--- src/rtl/fse_pkg.sv ---
// fse_pkg: constants and carrier types of the flash status and error logic.
// assumes one system clock; command codes sit in the low byte of a bus write.
package fse_pkg;

	// ----------------------------------------------------------------
	// command codes, low byte of the written word
	// ----------------------------------------------------------------
	localparam logic [7:0] CMD_READ_ARRAY = 8'hFF;
	localparam logic [7:0] CMD_READ_STATUS = 8'h70;
	localparam logic [7:0] CMD_CLEAR_STATUS = 8'h50;
	localparam logic [7:0] CMD_PROGRAM = 8'h40;
	localparam logic [7:0] CMD_BLOCK_ERASE = 8'h20;
	localparam logic [7:0] CMD_ERASE_ALL = 8'hA7;
	localparam logic [7:0] CMD_LOCK_PROGRAM = 8'h77;
	localparam logic [7:0] CMD_READ_LOCK = 8'h71;
	localparam logic [7:0] CMD_CONFIRM = 8'hD0;

	// ----------------------------------------------------------------
	// status byte layout and reset values
	// ----------------------------------------------------------------
	localparam int STAT_READY_POS = 7;
	localparam int STAT_ERASE_POS = 5;
	localparam int STAT_PROG_POS = 4;
	localparam logic RST_READY = 1'b1;
	localparam logic RST_ERASE_FAIL = 1'b0;
	localparam logic RST_PROG_FAIL = 1'b0;
	localparam logic [7:0] RST_STATUS = 8'h80;

	// ----------------------------------------------------------------
	// bus and core carriers
	// ----------------------------------------------------------------
	localparam int ADDR_W = 20;
	localparam int DATA_W = 16;

	typedef struct packed {
		logic wr;
		logic rd;
		logic [ADDR_W-1:0] addr;
		logic [DATA_W-1:0] wdata;
	} fse_bus_req_t;

	typedef enum logic [2:0] {
		OP_NONE,
		OP_PROGRAM,
		OP_BLOCK_ERASE,
		OP_ERASE_ALL,
		OP_LOCK_PROGRAM,
		OP_READ_LOCK
	} fse_op_t;

	typedef struct packed {
		logic start;
		fse_op_t op;
		logic lock_bypass;
		logic [ADDR_W-1:0] addr;
		logic [DATA_W-1:0] data;
	} fse_core_cmd_t;

endpackage : fse_pkg

--- src/rtl/fse_status_logic.sv ---
// fse_status_logic: command sequencer status byte and error flags.
// assumes bus strobes and flash core answers are on sys_clk already;
// the core pulses core_done once per started operation.
`timescale 1ns/1ps

// Behaviour
// - in rewrite mode 0, after the read status command, even user ROM reads return the status byte.
// - in rewrite mode 0, starting program, erase, erase-all or lock program keeps status reads on until read array.
// - the ready bit is 0 while program, erase, erase-all, lock program or lock read runs, else 1.
// - the status byte holds ready in D7, erase result in D5, program result in D4, mirrored by the control flags.
// - result bits mean 0 normal and 1 error; after reset both are 0 and ready is 1.
// - while status reads are on, all eight status bits go out on data lines D0 to D7.
// - the clear status command resets both result bits in the byte and the mirror.
// - while either result bit is 1, program, erase, erase-all and lock program commands are refused.
// - a second cycle code other than D0 or FF after lock program, erase or erase-all sets both result bits.
// - erasing a locked block or a failed erase reports erase bit 1 and program bit 0.
// - programming a locked block, a failed program or failed lock program reports erase 0 and program 1.
// - code FF in that second cycle discards the first command and returns to read array.
// - with lock protection disabled none of these errors is raised.
// - lock protection disabled makes every block act unlocked while stored lock bits stay.
module fse_status_logic #(
	parameter logic [fse_pkg::ADDR_W-1:0] ROM_BASE = 20'h80000,
	parameter logic [fse_pkg::ADDR_W-1:0] ROM_LAST = 20'hFFFFF
) (
	input wire logic sys_clk,
	input wire logic rst,
	input wire logic clk_en,
	input wire logic cpu_rewrite_mode_0,
	input wire logic lock_protect_disable,
	input wire fse_pkg::fse_bus_req_t bus_req,
	input wire logic target_locked,
	input wire logic core_done,
	input wire logic core_fail,
	output fse_pkg::fse_core_cmd_t core_cmd,
	output logic [7:0] rd_data,
	output logic rd_status_sel,
	output logic ctrl_ready_flag,
	output logic ctrl_erase_fail_flag,
	output logic ctrl_program_fail_flag
);

	// ----------------------------------------------------------------
	// state
	// ----------------------------------------------------------------
	typedef enum logic [1:0] {
		ST_IDLE,
		ST_SECOND,
		ST_BUSY
	} fse_seq_t;

	fse_seq_t seq_q, seq_d;
	fse_pkg::fse_op_t pend_q, pend_d;
	fse_pkg::fse_core_cmd_t cmd_q, cmd_d;
	logic status_mode_q, status_mode_d;
	logic ready_q, ready_d;
	logic erase_fail_q, erase_fail_d;
	logic prog_fail_q, prog_fail_d;
	logic [7:0] rd_data_q, rd_data_d;
	logic rd_sel_q, rd_sel_d;

	logic [7:0] code;
	logic any_fail;
	logic eff_locked;
	logic rom_even;
	logic [7:0] status_byte;

	assign code = bus_req.wdata[7:0];
	assign any_fail = erase_fail_q | prog_fail_q;
	// stored lock bit is ignored, not altered, when protection is off
	assign eff_locked = target_locked & ~lock_protect_disable;
	assign rom_even = ~bus_req.addr[0] && (bus_req.addr >= ROM_BASE)
		&& (bus_req.addr <= ROM_LAST);

	always_comb begin
		status_byte = 8'h00;
		status_byte[fse_pkg::STAT_READY_POS] = ready_q;
		status_byte[fse_pkg::STAT_ERASE_POS] = erase_fail_q;
		status_byte[fse_pkg::STAT_PROG_POS] = prog_fail_q;
	end

	// ----------------------------------------------------------------
	// command sequencer
	// ----------------------------------------------------------------
	always_comb begin
		seq_d = seq_q;
		pend_d = pend_q;
		cmd_d = cmd_q;
		cmd_d.start = 1'b0;
		status_mode_d = status_mode_q;
		erase_fail_d = erase_fail_q;
		prog_fail_d = prog_fail_q;
		case (seq_q)
			ST_IDLE: begin
				if (bus_req.wr) begin
					if (code == fse_pkg::CMD_READ_ARRAY) begin
						status_mode_d = 1'b0;
					end else if (code == fse_pkg::CMD_READ_STATUS) begin
						status_mode_d = 1'b1;
					end else if (code == fse_pkg::CMD_CLEAR_STATUS) begin
						erase_fail_d = 1'b0;
						prog_fail_d = 1'b0;
					end else if (code == fse_pkg::CMD_READ_LOCK) begin
						pend_d = fse_pkg::OP_READ_LOCK;
						seq_d = ST_SECOND;
					end else if (!any_fail) begin
						// refused codes leave no trace; software sees the flags
						if (code == fse_pkg::CMD_PROGRAM) begin
							pend_d = fse_pkg::OP_PROGRAM;
							seq_d = ST_SECOND;
						end else if (code == fse_pkg::CMD_BLOCK_ERASE) begin
							pend_d = fse_pkg::OP_BLOCK_ERASE;
							seq_d = ST_SECOND;
						end else if (code == fse_pkg::CMD_ERASE_ALL) begin
							pend_d = fse_pkg::OP_ERASE_ALL;
							seq_d = ST_SECOND;
						end else if (code == fse_pkg::CMD_LOCK_PROGRAM) begin
							pend_d = fse_pkg::OP_LOCK_PROGRAM;
							seq_d = ST_SECOND;
						end
					end
				end
			end
			ST_SECOND: begin
				if (bus_req.wr) begin
					seq_d = ST_IDLE;
					pend_d = fse_pkg::OP_NONE;
					cmd_d.op = pend_q;
					cmd_d.addr = bus_req.addr;
					cmd_d.data = bus_req.wdata;
					cmd_d.lock_bypass = lock_protect_disable;
					if (pend_q == fse_pkg::OP_PROGRAM) begin
						if (eff_locked) begin
							prog_fail_d = 1'b1;
							status_mode_d = cpu_rewrite_mode_0;
						end else begin
							cmd_d.start = 1'b1;
							seq_d = ST_BUSY;
							if (cpu_rewrite_mode_0) begin
								status_mode_d = 1'b1;
							end
						end
					end else if (code == fse_pkg::CMD_READ_ARRAY) begin
						status_mode_d = 1'b0;
					end else if (code == fse_pkg::CMD_CONFIRM) begin
						if (pend_q == fse_pkg::OP_BLOCK_ERASE && eff_locked) begin
							erase_fail_d = 1'b1;
							status_mode_d = cpu_rewrite_mode_0;
						end else begin
							cmd_d.start = 1'b1;
							seq_d = ST_BUSY;
							if (cpu_rewrite_mode_0 &&
								pend_q != fse_pkg::OP_READ_LOCK) begin
								status_mode_d = 1'b1;
							end
						end
					end else if (pend_q != fse_pkg::OP_READ_LOCK &&
						!lock_protect_disable) begin
						erase_fail_d = 1'b1;
						prog_fail_d = 1'b1;
						status_mode_d = cpu_rewrite_mode_0;
					end
				end
			end
			ST_BUSY: begin
				// writes during an operation are dropped
				if (core_done) begin
					seq_d = ST_IDLE;
					if (core_fail && !lock_protect_disable) begin
						if (cmd_q.op == fse_pkg::OP_BLOCK_ERASE ||
							cmd_q.op == fse_pkg::OP_ERASE_ALL) begin
							erase_fail_d = 1'b1;
						end else if (cmd_q.op == fse_pkg::OP_PROGRAM ||
							cmd_q.op == fse_pkg::OP_LOCK_PROGRAM) begin
							prog_fail_d = 1'b1;
						end
					end
				end
			end
			default: begin
				seq_d = ST_IDLE;
			end
		endcase
		ready_d = (seq_d != ST_BUSY);
	end

	// ----------------------------------------------------------------
	// status read port
	// ----------------------------------------------------------------
	always_comb begin
		rd_data_d = 8'h00;
		rd_sel_d = 1'b0;
		if (bus_req.rd && rom_even && cpu_rewrite_mode_0 &&
			status_mode_q) begin
			rd_data_d = status_byte;
			rd_sel_d = 1'b1;
		end
	end

	always_ff @(posedge sys_clk) begin
		if (rst) begin
			seq_q <= ST_IDLE;
			pend_q <= fse_pkg::OP_NONE;
			cmd_q <= '0;
			status_mode_q <= 1'b0;
			ready_q <= fse_pkg::RST_READY;
			erase_fail_q <= fse_pkg::RST_ERASE_FAIL;
			prog_fail_q <= fse_pkg::RST_PROG_FAIL;
			rd_data_q <= 8'h00;
			rd_sel_q <= 1'b0;
		end else if (clk_en) begin
			seq_q <= seq_d;
			pend_q <= pend_d;
			cmd_q <= cmd_d;
			status_mode_q <= status_mode_d;
			ready_q <= ready_d;
			erase_fail_q <= erase_fail_d;
			prog_fail_q <= prog_fail_d;
			rd_data_q <= rd_data_d;
			rd_sel_q <= rd_sel_d;
		end
	end

	assign core_cmd = cmd_q;
	assign rd_data = rd_data_q;
	assign rd_status_sel = rd_sel_q;
	assign ctrl_ready_flag = ready_q;
	assign ctrl_erase_fail_flag = erase_fail_q;
	assign ctrl_program_fail_flag = prog_fail_q;

	logic wr_now;
	logic gated_op;
	assign wr_now = clk_en && bus_req.wr;
	assign gated_op = code == fse_pkg::CMD_PROGRAM ||
		code == fse_pkg::CMD_BLOCK_ERASE ||
		code == fse_pkg::CMD_ERASE_ALL ||
		code == fse_pkg::CMD_LOCK_PROGRAM;
endmodule : fse_status_logic

--- config.mk ---
export PLATFORM = sky130hd
export DESIGN_NAME = fse_status_logic
export DESIGN_NICKNAME = d
export VERILOG_FILES = /design/src/rtl/fse_pkg.sv /design/src/rtl/fse_status_logic.sv
export SDC_FILE = /design/constraint.sdc
export NUM_CORES = 1
export LEC_CHECK = 0
export BUFFER_PORTS_ARGS = -buffer_cell sky130_fd_sc_hd__buf_2
export CAP_MARGIN = 20
export CORE_AREA = 4 4 87 81
export CTS_CLUSTER_DIAMETER = 30
export CTS_CLUSTER_SIZE = 12
export DETAILED_ROUTE_END_ITERATION = 8
export DIE_AREA = 0 0 91 85
export GPL_ROUTABILITY_DRIVEN = 0
export GPL_TIMING_DRIVEN = 0
export PLACE_DENSITY = 0.74
export SETUP_SLACK_MARGIN = 0.4
export SLEW_MARGIN = 15
export SYNTH_ARGS = -nofsm -noshare
export SYNTH_HDL_FRONTEND = slang
export SYNTH_SLANG_ARGS = --single-unit
--- constraint.sdc ---
create_clock -name sys_clk -period 1.75 [get_ports sys_clk]
set_input_delay 0.175 -clock sys_clk [delete_from_list [all_inputs] [get_ports sys_clk]]
set_output_delay 0.175 -clock sys_clk [all_outputs]
set_load 0.005 [all_outputs]
# Yosys cells after proc, flatten, opt, wreduce, memory -nomap -nowiden
# Index checks and enable logic that the tools add are counted.
dict set report totals {
  out_inout_bits 53
  inputBits 46
  ff_bits 59
  elab_cells 159
}
dict set report op_classes {
  eq_ne 44
  magnitude_cmp 2
  muxes 76
  n_bitwise 4
  n_reduce_logical 20
}
# cell count
set ops {}
lappend ops {{2-to-1 mux 41 bit} 2}
lappend ops {{equality test 8 x 7 -> 1 bit (second input constant)} 5}
lappend ops {{2-to-1 mux 1 bit} 40}
lappend ops {{2-to-1 mux 2 bit} 17}
lappend ops {{2-to-1 mux 3 bit} 11}
lappend ops {{!= test 2 bit (second input constant)} 14}
lappend ops {{!= test 3 bit (second input constant)} 9}
lappend ops {{equality test 8 bit (second input constant)} 3}
lappend ops {{greater-or-equal comparator 20 bit (second input constant)} 1}
lappend ops {{less-or-equal comparator 20 bit (second input constant)} 1}
lappend ops {{AND reduction 15 bit} 1}
lappend ops {{AND reduction 14 bit} 1}
lappend ops {{!= test 6 bit (second input constant)} 2}
lappend ops {{equality test 3 x 2 -> 1 bit (second input constant)} 3}
lappend ops {{logical AND 1 bit} 9}
lappend ops {{AND reduction 9 bit} 1}
lappend ops {{equality test 8 x 6 -> 1 bit (second input constant)} 1}
lappend ops {{2-to-1 mux 8 bit} 1}
lappend ops {{AND reduction 8 bit} 1}
lappend ops {{equality test 3 x 1 -> 1 bit (second input constant)} 2}
lappend ops {{case mux 1 bit (3 select lines)} 2}
lappend ops {{case mux 2 bit (3 select lines)} 1}
lappend ops {{case mux 3 bit (2 select lines)} 1}
lappend ops {{!= test 5 bit (second input constant)} 1}
lappend ops {{other kinds (14)} 16}

# Depth between registers and ports, before layout
# Gate-level depths: netlist of run 1.
dict set report logic_depth {
  ltp_word 13
  mapped_depth 9
}

# Least setup slack after synthesis of run 1
# No wires, ideal clock.
dict set report synth_path {
  kind {register to register}
  start {register seq_q[1]}
  end {register prog_fail_q, in the netlist ctrl_program_fail_flag}
  arrival_ns 1.628
  required_ns 1.622
  setup_ns 0.128
  path_stages_with_launch 10
  path_slack_ns -0.006
  n_path_buf 1
  path_cell_list {dfxtp_1 inv_1 ha_1 clkbuf_1 inv_1 o22ai_1 nand3b_1 a221oi_2 mux2i_1 nor2_1}
}
dict set report synth_via {
  elab_chain_len 3
  word_cells_on_any_way 19
  classes_between {eq/ne: 15; mux: 1; reduce/logical: 3}
}
# item line_no
set synth_rtl {}
lappend synth_rtl {{start: declaration} fse_status_logic.sv:51} ;# fse_seq_t seq_q, seq_d;
lappend synth_rtl {{start signal: assignment} fse_status_logic.sv:211} ;# seq_q <= seq_d;
lappend synth_rtl {{equality test 2 x 1 -> 1 bit (tied with other cells)} fse_status_logic.sv:92} ;# case (seq_q)
lappend synth_rtl {{!= test 3 bit (no line) (tied with other cells)} n/a}
lappend synth_rtl {{AND reduction 15 bit (no line)} n/a}
lappend synth_rtl {{end signal: assignment} fse_status_logic.sv:207} ;# prog_fail_q <= fse_pkg::RST_PROG_FAIL;
lappend synth_rtl {{end signal: assignment} fse_status_logic.sv:217} ;# prog_fail_q <= prog_fail_d;
lappend synth_rtl {{end: declaration} fse_status_logic.sv:57} ;# logic prog_fail_q, prog_fail_d;
# Several ways; a longest one is shown, not always the timed one.
# A chain may end at the register's enable or synchronous reset.

# Final worst setup path of run 1
dict set report layout_path {
  start {register prog_fail_q, in the netlist ctrl_program_fail_flag}
  end {register ready_q, in the netlist ctrl_ready_flag}
}
dict set report layout_via {
  elab_chain_len 9
}
# item line_no
set layout_rtl {}
lappend layout_rtl {{OR 1 bit} fse_status_logic.sv:68} ;# assign any_fail = erase_fail_q | prog_fail_q;
lappend layout_rtl {{2-to-1 mux 2 bit} fse_status_logic.sv:105} ;# end else if (!any_fail) begin
lappend layout_rtl {{2-to-1 mux 2 bit} fse_status_logic.sv:102} ;# end else if (code == fse_pkg::CMD_READ_LOCK) begin
lappend layout_rtl {{2-to-1 mux 2 bit} fse_status_logic.sv:99} ;# end else if (code == fse_pkg::CMD_CLEAR_STATUS) begin
lappend layout_rtl {{2-to-1 mux 2 bit} fse_status_logic.sv:97} ;# end else if (code == fse_pkg::CMD_READ_STATUS) begin
lappend layout_rtl {{2-to-1 mux 2 bit} fse_status_logic.sv:95} ;# if (code == fse_pkg::CMD_READ_ARRAY) begin
lappend layout_rtl {{2-to-1 mux 2 bit} fse_status_logic.sv:94} ;# if (bus_req.wr) begin
lappend layout_rtl {{case mux 2 bit (3 select lines)} fse_status_logic.sv:92}
lappend layout_rtl {{!= test 2 bit} fse_status_logic.sv:183} ;# ready_d = (seq_d != ST_BUSY);
lappend layout_rtl {{end signal: assignment} fse_status_logic.sv:205} ;# ready_q <= fse_pkg::RST_READY;
lappend layout_rtl {{end signal: assignment} fse_status_logic.sv:215} ;# ready_q <= ready_d;
lappend layout_rtl {{end: declaration} fse_status_logic.sv:55} ;# logic ready_q, ready_d;
# Every way passes these cells.

==> report_table.html, run 1 <==
<table>
<tr><th>Metric</th><th>Value</th></tr>
<tr><th colspan="2">Pwr</th></tr>
<tr><td>Switch share</td><td>0.259</td></tr>
<tr><td>Peak supply drop</td><td>0.503 mV</td></tr>
<tr><td>Clock Power Share</td><td>0.357</td></tr>
<tr><td>Sequential cell fraction of total power</td><td>0.492</td></tr>
<tr><td>Cell area power density</td><td>slightly above 600 mW/mm^2</td></tr>
<tr><td>Int Pwr</td><td>around 1.9 mW</td></tr>
<tr><td>Net Sw Power</td><td>approximately 0.66 mW</td></tr>
<tr><td>Combinational fraction of design power</td><td>0.151</td></tr>
<tr><td>Leakage power</td><td>1.80 nW</td></tr>
<tr><th colspan="2">Timing</th></tr>
<tr><td>Min Clock Period, post-route</td><td>between 1.5 and 2 ns</td></tr>
<tr><td>Final cycle utilization of the critical path</td><td>1.01</td></tr>
<tr><td>Unrepaired setup endpoints after global routing</td><td>true</td></tr>
<tr><td>Transition time of the tightest slew-check pin</td><td>roughly 0.76 ns</td></tr>
<tr><td>Count of final setup violators</td><td>4</td></tr>
<tr><td>Worst rel slew slack</td><td>0.494</td></tr>
<tr><td>Number of hold violations in the final report</td><td>0</td></tr>
<tr><td>Final slew viol count</td><td>0</td></tr>
<tr><td>Final clock skew</td><td>~0.0055 ns</td></tr>
<tr><td>Maximum clock frequency</td><td>about 560 MHz</td></tr>
<tr><td>Smallest setup slack after layout</td><td>-0.0231 ns</td></tr>
<tr><th colspan="2">Placement</th></tr>
<tr><td>Cell total after placement</td><td>about 500</td></tr>
<tr><td>Pre-CTS setup slack</td><td>-0.271 ns</td></tr>
<tr><td>Count of buffers from port buffering</td><td>89</td></tr>
<tr><td>Detailed placement HPWL</td><td>5380 um</td></tr>
<tr><td>Post-placement cell area</td><td>around 0.0032 mm^2</td></tr>
<tr><th colspan="2">Floorplan</th></tr>
<tr><td>Die footprint</td><td>just under 0.008 mm^2</td></tr>
<tr><td>Initial core utilization</td><td>0.434</td></tr>
<tr><td>Height of the die</td><td>~85 um</td></tr>
<tr><td>Die outline width</td><td>about 90 um</td></tr>
<tr><td>Boundary Pins</td><td>slightly below 100</td></tr>
<tr><td>Total number of placement rows</td><td>27</td></tr>
<tr><td>Placeable core region</td><td>between 0.006 and 0.007 mm^2</td></tr>
<tr><th colspan="2">Yosys</th></tr>
<tr><td>Gate count of the mapped netlist</td><td>roughly 330</td></tr>
<tr><td>Most used flip-flop cell after synthesis</td><td>sky130_fd_sc_hd__dfxtp_1</td></tr>
<tr><td>Share of synthesized flip-flops with an asynchronous set or reset</td><td>0</td></tr>
<tr><td>Yosys warnings</td><td>0</td></tr>
<tr><td>Mean instance size in the synthesized netlist</td><td>7.96 um^2</td></tr>
<tr><td>Number of flops mapped to enable cells by yosys</td><td>0</td></tr>
<tr><td>Largest area contributor in the netlist</td><td>sky130_fd_sc_hd__dfxtp_1</td></tr>
<tr><td>Flop and latch count out of synthesis</td><td>54</td></tr>
<tr><td>Mapped cell area</td><td>about 0.0026 mm^2</td></tr>
<tr><td>Register area share after synthesis</td><td>0.409</td></tr>
<tr><td>Fraction of synthesized cell area taken by the top area cell type</td><td>0.409</td></tr>
<tr><td>Area contributors post-synth</td><td>sky130_fd_sc_hd__dfxtp_1, sky130_fd_sc_hd__nand2_1, sky130_fd_sc_hd__a21oi_1</td></tr>
<tr><td>Number of distinct library cell variants in the gate-level netlist after synthesis</td><td>56</td></tr>
<tr><th colspan="2">Clocking</th></tr>
<tr><td>Clock tree from TritonCTS</td><td>built</td></tr>
<tr><td>Clock latency at the later pin of the worst-skew pair</td><td>0.31 ns</td></tr>
<tr><td>Clock tree buffer depth</td><td>2</td></tr>
<tr><td>Worst-path clk slew</td><td>0.10 ns</td></tr>
<tr><td>Number of clock buffers inserted by TritonCTS</td><td>5</td></tr>
<tr><td>Clk Tree Root Cell</td><td>sky130_fd_sc_hd__clkbuf_8</td></tr>
<tr><td>Maximum level of the CTS H-tree</td><td>2</td></tr>
<tr><td>CTS sink count</td><td>54</td></tr>
<tr><th colspan="2">Worst setup path</th></tr>
<tr><td>Largest stage delay, worst path</td><td>between 0.3 and 0.4 ns</td></tr>
<tr><td>Reg2reg end</td><td>ctrl_ready_flag</td></tr>
<tr><td>Worst Path Required</td><td>between 2 and 2.5 ns</td></tr>
<tr><td>Critical Path Start Type</td><td>register</td></tr>
<tr><td>Slowest cell on crit path</td><td>sky130_fd_sc_hd__nor4b_2</td></tr>
<tr><td>Kind of end point of the critical path</td><td>register</td></tr>
<tr><td>Arrival time reported for the critical path endpoint</td><td>between 2 and 2.5 ns</td></tr>
<tr><td>Slack of the worst reg-to-reg path</td><td>-0.02 ns</td></tr>
<tr><td>Chain of cells forming the critical path</td><td>nor3_2 -&gt; and3_1 -&gt; a311oi_4 -&gt; nor4b_2 -&gt; or3_1 -&gt; o32a_1</td></tr>
<tr><td>Critical path type</td><td>register to register</td></tr>
<tr><td>Cells on worst reg2reg path</td><td>6</td></tr>
<tr><td>Maximum fanout along the worst path</td><td>3</td></tr>
<tr><td>R2r startpoint</td><td>ctrl_program_fail_flag</td></tr>
<tr><th colspan="2">Cells and area</th></tr>
<tr><td>Area added between synthesis and finish</td><td>56.9%</td></tr>
<tr><td>N_diodes</td><td>0</td></tr>
<tr><td>Number of fillers in the final layout</td><td>around 480</td></tr>
<tr><td>Proportion of layout cells with a drive suffix above 1</td><td>0.516</td></tr>
<tr><td>Final layout net count</td><td>between 500 and 600</td></tr>
<tr><td>Final cell count without fillers</td><td>about 540</td></tr>
<tr><td>Post-route cell area</td><td>0.00415 mm^2</td></tr>
<tr><th colspan="2">Detailed routing</th></tr>
<tr><td>Count of antenna-violating nets left after detailed routing</td><td>0</td></tr>
<tr><td>Wirelength, routed</td><td>roughly 8500 um</td></tr>
<tr><td>Final routed DRC violation total</td><td>0</td></tr>
<tr><td>Vias/cell</td><td>around 5.3</td></tr>
<tr><td>Routed wirelength normalized by instance count</td><td>around 16 um</td></tr>
<tr><td>Number of DRC markers after the initial detailed-route iteration</td><td>~150</td></tr>
<tr><td>Total via count after detailed routing</td><td>approximately 2,800</td></tr>
<tr><td>Number of iterations in the first detailed-routing pass</td><td>5</td></tr>
<tr><th colspan="2">Outcome</th></tr>
<tr><td>Violations in the final reports</td><td>negative setup slack</td></tr>
<tr><td>Outcome</td><td>finished with violations</td></tr>
<tr><th colspan="2">Flow run</th></tr>
<tr><td>MaxCap Viol Count</td><td>0</td></tr>
<tr><th colspan="2">Global route</th></tr>
<tr><td>Global-route congestion overflow total</td><td>0</td></tr>
<tr><td>Wire length of the first global-routing pass</td><td>~12,000 um</td></tr>
<tr><td>Vias in the first global route</td><td>2,520</td></tr>
<tr><td>Antenna violations before repair</td><td>0</td></tr>
<tr><td>Global-route usage over all layers</td><td>0.194</td></tr>
<tr><td>Pin count of the biggest net entering global routing</td><td>18</td></tr>
<tr><th colspan="2">Worst hold path</th></tr>
<tr><td>Startpoint of the tightest hold check path</td><td>bus_req[32]</td></tr>
<tr><td>End of the worst hold path</td><td>core_cmd[32]</td></tr>
<tr><td>Instance count along the most critical hold path</td><td>3</td></tr>
<tr><td>Worst hold path class</td><td>input pin to register</td></tr>
</table>
-- final cells by class --
class,instances,area (um^2),area share
Buffer,26,228,0.0549
Clock buffer,6,82.6,0.0199
Clock inverter,2,38.8,0.00936
Inverter,5,30.0,0.00724
Multi-Input combinational cell,251,1780,0.429
Sequential cell,54,1100,0.266
Tap cell,72,90.1,0.0217
Timing Repair Buffer,119,795,0.192
-- sequential cells by signal, summed over array words and instances, names as in the netlist --
signal	cells
rd_status_sel	1
ctrl_erase_fail_flag	1
status_mode_q	1
core_cmd	41
ctrl_ready_flag	1
pend_q	3
ctrl_program_fail_flag	1
rd_data	3
seq_q	2
-- kinds of logic after synthesis --
kind of cell | count (synthesis) | share of synthesized area
simple gates | 152 | 0.279
compound gates | 83 | 0.209
flops | 54 | 0.409
buf+inv | 31 | 0.0559
mux | 5 | 0.0189
fa+ha+maj | 4 | 0.0189
xor+xnor | 2 | 0.00663
other cells | 1 | 0.00142
-- placed cells by master (no fill, tap or decap), drive strengths merged, types with 2 or more instances in the layout --
master	Yosys	final
a211oi	2	2
a21boi	2	2
a21oi	49	49
a22oi	4	4
and3	4	4
and3b	2	2
buf	11	136
clkbuf	15	15
conb	1	5
dfxtp	54	54
ha	4	4
inv	4	4
mux2i	5	5
nand2	91	91
nand2b	9	9
nand3	3	3
nand3b	3	3
nand4	2	2
nand4b	2	2
nor2	20	20
nor3	5	5
nor4bb	3	3
o2111ai	3	3
o211ai	2	2
o21ai	9	9
o22ai	2	2
or3	2	2
-- synthesized netlist by cell type (5+ instances only) --
cell type and count:
sky130_fd_sc_hd__buf_4 5, sky130_fd_sc_hd__o21ai_0 5, sky130_fd_sc_hd__mux2i_1 5, sky130_fd_sc_hd__a21oi_1 49, sky130_fd_sc_hd__nor2_1 19, sky130_fd_sc_hd__nand2b_1 9, sky130_fd_sc_hd__dfxtp_1 54, sky130_fd_sc_hd__nand2_1 91
sky130_fd_sc_hd__clkbuf_1 15
-- worst max-delay path: cells and delay by family, from the launching register on --
| kind | cells | cell delay (ns) |
|---|---|---|
| DFF | 1 | 0.37 |
| AOI/OAI and AO/OA | 2 | 0.21 |
| and+or+nand+nor | 4 | 1.14 |
-- power groups by stage --
stage / Sequential [mW] / Combinational, mW / Clock (mW)
finish: 1.25 / 0.384 / 0.905
global route: 1.25 / 0.414 / 0.966
CTS: 1.25 / 0.305 / 0.916
detailed placement: 1.28 / 0.271 / 0
global placement: 1.28 / 0.268 / 0
floorplan: 1.29 / 0.156 / 0
-- timing repair --
action,4_1_cts,5_1_grt
setup endpoints to repair,50,50
buffers inserted,9,15
hold buffers,0,0
pin swaps,10,44
gates resized for setup,47,104
gates cloned,0,6
endpoints found under the hold margin,0,0
-- through the flow --
stage                     power (mW)  hold slack (ns)  utilization  setup TNS, ns
after floorplan                 1.44            0.311            -              0
after global placement          1.55            0.416        0.529          -1.32
after detailed placement        1.56            0.421        0.529          -1.59
after CTS                       2.47           0.0777        0.590     -0.0000668
after global routing            2.63           0.0706        0.682         -0.510
final                           2.54           0.0864        0.682        -0.0718
-- how the worst max path moves through the flow --
stage / from / to
global placement: bus_req[0] / ctrl_program_fail_flag
finish: ctrl_program_fail_flag / ctrl_ready_flag
detailed placement: bus_req[0] / ctrl_program_fail_flag
floorplan: bus_req[0] / ctrl_ready_flag
global route: ctrl_program_fail_flag / pend_q[2]
CTS: ctrl_program_fail_flag / ctrl_ready_flag
-- per-layer routing --
layer | routed length, um | global-route usage | vias up
met5 | 0 | 0 | -
met4 | 174 | 0.0795 | 0
met3 | 574 | 0.0514 | 15
met2 | 4010 | 0.307 | 115
met1 | 3730 | 0.251 | 1304
li1 | - | - | 1396
Note: power is estimated with default switching activity, not from simulation.
==> run 2: changes to the inputs <==
Settings changed: BUFFER_PORTS_ARGS -buffer_cell sky130_fd_sc_hd__buf_2 to default, CORE_AREA 4 4 87 81 to 4 4 86 80, DIE_AREA 0 0 91 85 to 0 0 90 84, DONT_BUFFER_PORTS from default to 1, PLACE_DENSITY 0.74 to default.
==> report_table.html, run 2 (synthesis results as in run 1) <==
<table>
<tr><th>Metric</th><th>Value</th></tr>
<tr><th colspan="2">Outcome</th></tr>
<tr><td>Outcome</td><td>finished with violations</td></tr>
<tr><td>Violations in the final reports</td><td>negative setup slack</td></tr>
<tr><th colspan="2">Detailed routing</th></tr>
<tr><td>Vias/cell</td><td>roughly 5.6</td></tr>
<tr><td>Total via count after detailed routing</td><td>2,672</td></tr>
<tr><td>Final routed DRC violation total</td><td>0</td></tr>
<tr><td>Count of antenna-violating nets left after detailed routing</td><td>0</td></tr>
<tr><td>Wirelength, routed</td><td>approximately 9000 um</td></tr>
<tr><td>Number of DRC markers after the initial detailed-route iteration</td><td>approximately 160</td></tr>
<tr><td>Number of iterations in the first detailed-routing pass</td><td>4</td></tr>
<tr><td>Routed wirelength normalized by instance count</td><td>18.9 um</td></tr>
<tr><th colspan="2">Cells and area</th></tr>
<tr><td>Area of all sequential standard cells</td><td>between 0.001 and 0.0015 mm^2</td></tr>
<tr><td>Final layout net count</td><td>453</td></tr>
<tr><td>Number of flip-flops in the largest register</td><td>between 40 and 50</td></tr>
<tr><td>Post-route cell area</td><td>roughly 0.0043 mm^2</td></tr>
<tr><td>Leading cell type in the layout, fill and taps excluded</td><td>sky130_fd_sc_hd__dfxtp_1</td></tr>
<tr><td>Number of fillers in the final layout</td><td>430</td></tr>
<tr><td>Highest-count cells in the layout ignoring fill and taps</td><td>sky130_fd_sc_hd__dfxtp_1, sky130_fd_sc_hd__nand2_4, sky130_fd_sc_hd__a21oi_2</td></tr>
<tr><td>Area added between synthesis and finish</td><td>61.9%</td></tr>
<tr><td>N_diodes</td><td>0</td></tr>
<tr><td>Proportion of layout cells with a drive suffix above 1</td><td>0.470</td></tr>
<tr><td>Multi-input gate area</td><td>0.00208 mm^2</td></tr>
<tr><td>Final core utilization</td><td>0.715</td></tr>
<tr><th colspan="2">Worst setup path</th></tr>
<tr><td>Worst Path Required</td><td>about 2.0 ns</td></tr>
<tr><td>Slack of the worst reg-to-reg path</td><td>-0.01 ns</td></tr>
<tr><td>Arrival time reported for the critical path endpoint</td><td>1.98 ns</td></tr>
<tr><td>Critical path type</td><td>register to register</td></tr>
<tr><td>Critical Path Start Type</td><td>register</td></tr>
<tr><td>Number of buffers and inverters on the critical path</td><td>0</td></tr>
<tr><td>Destination of the critical timing path</td><td>ctrl_ready_flag</td></tr>
<tr><td>Crit path from</td><td>ctrl_erase_fail_flag</td></tr>
<tr><td>Critical Path Stages</td><td>6</td></tr>
<tr><td>Slowest cell on crit path</td><td>sky130_fd_sc_hd__dfxtp_4</td></tr>
<tr><td>Category of cells accounting for the largest share of critical-path delay</td><td>compound AO/OA/AOI/OAI gates</td></tr>
<tr><td>Chain of cells forming the critical path</td><td>nor4bb_4 -&gt; o2111a_1 -&gt; a311oi_4 -&gt; nor4b_2 -&gt; or3_1 -&gt; o32a_1</td></tr>
<tr><td>Maximum fanout along the worst path</td><td>5</td></tr>
<tr><td>Largest stage delay, worst path</td><td>around 0.42 ns</td></tr>
<tr><td>Cells on worst reg2reg path</td><td>6</td></tr>
<tr><td>R2r startpoint</td><td>ctrl_erase_fail_flag</td></tr>
<tr><td>Reg2reg end</td><td>ctrl_ready_flag</td></tr>
<tr><td>Kind of end point of the critical path</td><td>register</td></tr>
<tr><th colspan="2">Placement</th></tr>
<tr><td>Pre-CTS setup slack</td><td>-0.208 ns</td></tr>
<tr><td>Detailed placement HPWL</td><td>roughly 5200 um</td></tr>
<tr><td>Count of buffers from port buffering</td><td>0</td></tr>
<tr><td>Post-placement cell area</td><td>roughly 0.0028 mm^2</td></tr>
<tr><th colspan="2">Timing</th></tr>
<tr><td>Number of hold violations in the final report</td><td>0</td></tr>
<tr><td>Final slew viol count</td><td>0</td></tr>
<tr><td>Worst rel slew slack</td><td>0.388</td></tr>
<tr><td>Final cycle utilization of the critical path</td><td>1.01</td></tr>
<tr><td>Min Clock Period, post-route</td><td>1.76 ns</td></tr>
<tr><td>Smallest setup slack after layout</td><td>-0.0141 ns</td></tr>
<tr><td>Final clock skew</td><td>0.00926 ns</td></tr>
<tr><td>Maximum clock frequency</td><td>between 500 and 600 MHz</td></tr>
<tr><td>Count of final setup violators</td><td>2</td></tr>
<tr><td>Transition time of the tightest slew-check pin</td><td>~0.9 ns</td></tr>
<tr><td>Unrepaired setup endpoints after global routing</td><td>true</td></tr>
<tr><th colspan="2">Clocking</th></tr>
<tr><td>Maximum level of the CTS H-tree</td><td>2</td></tr>
<tr><td>Clk Tree Root Cell</td><td>sky130_fd_sc_hd__clkbuf_8</td></tr>
<tr><td>CTS sink count</td><td>54</td></tr>
<tr><td>Worst-path clk slew</td><td>approximately 0.10 ns</td></tr>
<tr><td>Clock tree from TritonCTS</td><td>built</td></tr>
<tr><td>Number of clock buffers inserted by TritonCTS</td><td>5</td></tr>
<tr><td>Clock tree buffer depth</td><td>2</td></tr>
<tr><td>Clock latency at the later pin of the worst-skew pair</td><td>roughly 0.32 ns</td></tr>
<tr><th colspan="2">Floorplan</th></tr>
<tr><td>Initial core utilization</td><td>0.442</td></tr>
<tr><td>Boundary Pins</td><td>approximately 100</td></tr>
<tr><td>Height of the die</td><td>roughly 84 um</td></tr>
<tr><td>Die footprint</td><td>around 0.0076 mm^2</td></tr>
<tr><td>Total number of placement rows</td><td>27</td></tr>
<tr><td>Placeable core region</td><td>0.00598 mm^2</td></tr>
<tr><td>Die outline width</td><td>90 um</td></tr>
<tr><th colspan="2">Pwr</th></tr>
<tr><td>Leakage power</td><td>~1.5 nW</td></tr>
<tr><td>Net Sw Power</td><td>between 0.6 and 0.7 mW</td></tr>
<tr><td>Switch share</td><td>0.268</td></tr>
<tr><td>Int Pwr</td><td>1.87 mW</td></tr>
<tr><td>Peak supply drop</td><td>roughly 0.54 mV</td></tr>
<tr><td>Cell area power density</td><td>roughly 600 mW/mm^2</td></tr>
<tr><td>Clock Power Share</td><td>0.350</td></tr>
<tr><td>Combinational fraction of design power</td><td>0.156</td></tr>
<tr><td>Sequential cell fraction of total power</td><td>0.495</td></tr>
<tr><th colspan="2">Flow run</th></tr>
<tr><td>MaxCap Viol Count</td><td>0</td></tr>
<tr><th colspan="2">Global route</th></tr>
<tr><td>Vias in the first global route</td><td>roughly 2,600</td></tr>
<tr><td>Global-route congestion overflow total</td><td>0</td></tr>
<tr><td>Pin count of the biggest net entering global routing</td><td>19</td></tr>
<tr><td>Global-route usage over all layers</td><td>0.219</td></tr>
<tr><td>Antenna violations before repair</td><td>0</td></tr>
<tr><td>Wire length of the first global-routing pass</td><td>roughly 13,000 um</td></tr>
<tr><th colspan="2">Worst hold path</th></tr>
<tr><td>Worst hold path class</td><td>input pin to register</td></tr>
</table>
[run 2: changes by cell type in the layout (fill, tap and decap cells not counted), sizes merged]
cell / change
dlygate4sd3: +33
buf: -92
nand3: +1
clkbuf: -2
inv: +1
[run 2: cell type report]
type | instances | share of cell area
plain buffers | 26 | 0.0565
clock buffers | 5 | 0.0161
clock inverters | 3 | 0.0114
inverters | 5 | 0.00614
multi-input cells | 252 | 0.485
flip-flops and latches | 54 | 0.257
well taps | 72 | 0.0211
repair buffers | 59 | 0.146
[run 2: per-stage QoR]
step	cells	TNS [ns]	hold slack, ns	total power [mW]
2_1_floorplan	336	0	0.311	1.44
3_3_place_gp	408	-0.631	0.313	1.48
3_5_place_dp	408	-0.656	0.318	1.49
4_1_cts	469	0	0.00438	2.49
5_1_grt	476	-0.449	0.0140	2.65
6_report	476	-0.0190	0.0132	2.56
[run 2: repair_timing]
item	CTS	global route
pin swaps	41	54
endpoints found under the setup margin	50	50
endpoints found under the hold margin	33	0
setup buffers	13	7
resized for setup	81	148
hold buffers	33	0
gates cloned	7	0
[run 2: worst min-delay path by stage]
stage / startpoint / endpoint / slack, ns / cells after the start
global route: clk_en / ctrl_ready_flag / 0.01 / 1
finish: clk_en / ctrl_ready_flag / 0.01 / 1
global placement: bus_req[3] / core_cmd[3] / 0.31 / 2
detailed placement: bus_req[21] / core_cmd[21] / 0.32 / 2
floorplan: bus_req[0] / core_cmd[0] / 0.31 / 2
CTS: clk_en / ctrl_ready_flag / 0.004 / 1
[run 2: power by group through the flow]
stage          Clock (mW)  Sequential (mW)  Combinational, mW
2_1_floorplan           0             1.29              0.156
3_3_place_gp            0             1.29              0.194
3_5_place_dp            0             1.29              0.195
4_1_cts             0.924             1.26              0.312
5_1_grt             0.957             1.27              0.425
6_report            0.894             1.26              0.398
[run 2: metal layers]
metal	track usage	routed length, um	up-vias
met2	0.364	4560	86
li1	-	-	1282
met1	0.269	3710	1289
met5	0	0	-
met3	0.0649	554	15
met4	0.0793	177	0
==> run 3: changes to the inputs <==
Clock period 1.75 ns to 1.54 ns, I/O delays scaled along.
==> report_table.html, run 3 (synthesis results as in run 1) <==
<table>
<tr><th>Metric</th><th>Value</th></tr>
<tr><th colspan="2">Placement</th></tr>
<tr><td>Count of buffers from port buffering</td><td>0</td></tr>
<tr><td>Cell total after placement</td><td>approximately 410</td></tr>
<tr><td>Detailed placement HPWL</td><td>about 5400 um</td></tr>
<tr><th colspan="2">Pwr</th></tr>
<tr><td>Leakage power</td><td>about 1.5 nW</td></tr>
<tr><td>Cell area power density</td><td>645 mW/mm^2</td></tr>
<tr><td>Peak supply drop</td><td>about 0.55 mV</td></tr>
<tr><td>Overall power after layout</td><td>2.64 mW</td></tr>
<tr><th colspan="2">Floorplan</th></tr>
<tr><td>Die footprint</td><td>~0.0076 mm^2</td></tr>
<tr><td>Boundary Pins</td><td>~100</td></tr>
<tr><td>Placeable core region</td><td>0.00598 mm^2</td></tr>
<tr><td>Total number of placement rows</td><td>27</td></tr>
<tr><td>Height of the die</td><td>84 um</td></tr>
<tr><td>Die outline width</td><td>~90 um</td></tr>
<tr><td>Initial core utilization</td><td>0.442</td></tr>
<tr><th colspan="2">Clocking</th></tr>
<tr><td>Maximum level of the CTS H-tree</td><td>2</td></tr>
<tr><td>CTS sink count</td><td>54</td></tr>
<tr><td>Clock latency at the later pin of the worst-skew pair</td><td>approximately 0.30 ns</td></tr>
<tr><td>Clock tree from TritonCTS</td><td>built</td></tr>
<tr><td>Clock tree buffer depth</td><td>2</td></tr>
<tr><td>Clk Tree Root Cell</td><td>sky130_fd_sc_hd__clkbuf_8</td></tr>
<tr><td>Worst-path clk slew</td><td>about 0.1 ns</td></tr>
<tr><td>Number of clock buffers inserted by TritonCTS</td><td>5</td></tr>
<tr><th colspan="2">Global route</th></tr>
<tr><td>Vias in the first global route</td><td>around 2,500</td></tr>
<tr><td>Pin count of the biggest net entering global routing</td><td>17</td></tr>
<tr><td>Global-route congestion overflow total</td><td>0</td></tr>
<tr><td>Wire length of the first global-routing pass</td><td>12,800 um</td></tr>
<tr><td>Global-route usage over all layers</td><td>0.204</td></tr>
<tr><td>Antenna violations before repair</td><td>0</td></tr>
<tr><th colspan="2">Worst setup path</th></tr>
<tr><td>Maximum fanout along the worst path</td><td>5</td></tr>
<tr><td>Critical path type</td><td>register to register</td></tr>
<tr><td>Critical Path Start Type</td><td>register</td></tr>
<tr><td>Worst Path Required</td><td>~1.7 ns</td></tr>
<tr><td>Arrival time reported for the critical path endpoint</td><td>roughly 2.0 ns</td></tr>
<tr><td>Slack of the worst reg-to-reg path</td><td>-0.22 ns</td></tr>
<tr><td>Largest stage delay, worst path</td><td>0.41 ns</td></tr>
<tr><td>Chain of cells forming the critical path</td><td>nor4bb_2 -&gt; o2111a_2 -&gt; a311oi_4 -&gt; nor4b_2 -&gt; or3_1 -&gt; o32a_1</td></tr>
<tr><td>Kind of end point of the critical path</td><td>register</td></tr>
<tr><td>Slowest cell on crit path</td><td>sky130_fd_sc_hd__dfxtp_4</td></tr>
<tr><th colspan="2">Timing</th></tr>
<tr><td>Final slew viol count</td><td>0</td></tr>
<tr><td>Smallest setup slack after layout</td><td>-0.223 ns</td></tr>
<tr><td>Worst rel slew slack</td><td>0.513</td></tr>
<tr><td>Final cycle utilization of the critical path</td><td>1.14</td></tr>
<tr><td>Unrepaired setup endpoints after global routing</td><td>true</td></tr>
<tr><td>Transition time of the tightest slew-check pin</td><td>roughly 0.73 ns</td></tr>
<tr><td>Final clock skew</td><td>roughly 0.0072 ns</td></tr>
<tr><td>Setup TNS</td><td>-0.904 ns</td></tr>
<tr><td>Number of hold violations in the final report</td><td>0</td></tr>
<tr><td>Maximum clock frequency</td><td>approximately 570 MHz</td></tr>
<tr><td>Count of final setup violators</td><td>9</td></tr>
<tr><td>Min Clock Period, post-route</td><td>1.76 ns</td></tr>
<tr><th colspan="2">Cells and area</th></tr>
<tr><td>N_diodes</td><td>0</td></tr>
<tr><td>Leading cell type in the layout, fill and taps excluded</td><td>sky130_fd_sc_hd__dfxtp_1</td></tr>
<tr><td>Area of all sequential standard cells</td><td>approximately 0.0011 mm^2</td></tr>
<tr><td>Area added between synthesis and finish</td><td>55.2%</td></tr>
<tr><td>Proportion of layout cells with a drive suffix above 1</td><td>0.443</td></tr>
<tr><td>Number of fillers in the final layout</td><td>approximately 460</td></tr>
<tr><td>Number of flip-flops in the largest register</td><td>41</td></tr>
<tr><td>Multi-input gate area</td><td>a little under 0.002 mm^2</td></tr>
<tr><td>Final layout net count</td><td>approximately 450</td></tr>
<tr><td>Final cell count without fillers</td><td>between 400 and 500</td></tr>
<tr><td>Highest-count cells in the layout ignoring fill and taps</td><td>sky130_fd_sc_hd__dfxtp_1, sky130_fd_sc_hd__nand2_2, sky130_fd_sc_hd__dlygate4sd3_1</td></tr>
<tr><th colspan="2">Detailed routing</th></tr>
<tr><td>Final routed DRC violation total</td><td>0</td></tr>
<tr><td>Vias/cell</td><td>approximately 5.6</td></tr>
<tr><td>Total via count after detailed routing</td><td>2,642</td></tr>
<tr><td>Count of antenna-violating nets left after detailed routing</td><td>0</td></tr>
<tr><td>Routed wirelength normalized by instance count</td><td>between 15 and 20 um</td></tr>
<tr><td>Wirelength, routed</td><td>8590 um</td></tr>
<tr><td>Number of iterations in the first detailed-routing pass</td><td>4</td></tr>
<tr><td>Number of DRC markers after the initial detailed-route iteration</td><td>approximately 180</td></tr>
<tr><th colspan="2">Outcome</th></tr>
<tr><td>Outcome</td><td>finished with violations</td></tr>
<tr><td>Violations in the final reports</td><td>negative setup slack</td></tr>
<tr><th colspan="2">Flow run</th></tr>
<tr><td>MaxCap Viol Count</td><td>0</td></tr>
<tr><th colspan="2">Worst hold path</th></tr>
<tr><td>Worst hold path class</td><td>input pin to register</td></tr>
</table>
run 3: cell types whose count changed in the layout (fill, tap and decap cells not counted), moves of 2 or more:
| cell | previous run | this run |
|---|---|---|
| sky130_fd_sc_hd__a21oi_1 | 9 | 20 |
| sky130_fd_sc_hd__clkbuf_16 | 1 | 7 |
| sky130_fd_sc_hd__nand2_2 | 15 | 41 |
| sky130_fd_sc_hd__buf_8 | 14 | 10 |
| sky130_fd_sc_hd__inv_2 | 2 | 0 |
| sky130_fd_sc_hd__inv_1 | 0 | 2 |
| sky130_fd_sc_hd__a21oi_2 | 40 | 29 |
| sky130_fd_sc_hd__nand2_1 | 36 | 26 |
| sky130_fd_sc_hd__nand2_4 | 40 | 24 |
| sky130_fd_sc_hd__buf_6 | 12 | 4 |
run 3: final cells by class:
| type | count | area share |
|---|---|---|
| sequential | 54 | 0.269 |
| clock inverter | 2 | 0.00336 |
| buffer | 26 | 0.0638 |
| timing repair buffer | 53 | 0.148 |
| clock buffer | 6 | 0.0177 |
| tap | 72 | 0.0220 |
| inverter | 5 | 0.00702 |
| multi-input combinational | 251 | 0.469 |
run 3: metal layers:
metal,track usage,vias to the layer above,share of wire
met4,0.0348,0,0.010
li1,-,1272,-
met1,0.269,1253,0.41
met2,0.328,103,0.48
met5,0,-,0
met3,0.0712,14,0.096
run 3: path summary, 6_finish.rpt:
check / start / endpoint / cells after the start
worst max-delay path: ctrl_erase_fail_flag / ctrl_ready_flag / 6
worst max register to register: ctrl_erase_fail_flag / ctrl_ready_flag / 6
worst min register to register: core_cmd[31] / core_cmd[31] / 2
worst min-delay path: rst / ctrl_ready_flag / 2
run 3: worst max-delay path: cells and delay by family (launching register included):
kind	cells	cell delay, ns
DFF	1	0.41
and+or+nand+nor	3	0.47
AOI/OAI and AO/OA	3	0.78
run 3: metrics by stage:
step           hold WS [ns]   util  setup slack, ns  instance area, um^2
2_1_floorplan         0.290      -           -0.165                 2800
3_3_place_gp          0.293  0.483           -0.394                 2890
3_5_place_dp          0.297  0.483           -0.395                 2890
4_1_cts              0.0629  0.603           -0.275                 3610
5_1_grt              0.0844  0.686           -0.272                 4100
6_report             0.0706  0.686           -0.223                 4100
run 3: repair_timing:
action | in CTS | in global routing
cloned | 1 | 6
pin swaps | 11 | 44
resized for setup | 70 | 92
endpoints found under the hold margin | 34 | 0
hold buffers | 34 | 0
endpoints found under the setup margin | 50 | 50
buffers inserted | 7 | 5
run 3: report_power, final:
| part | leakage, nW | total [mW] | switching [mW] | internal [mW] |
|---|---|---|---|---|
| clock | 0.0452 | 0.786 | 0.463 | 0.322 |
| combinational | 1.00 | 0.428 | 0.219 | 0.209 |
| sequential | 0.441 | 1.43 | 0.0233 | 1.41 |
| total | 1.49 | 2.64 | 0.705 | 1.94 |
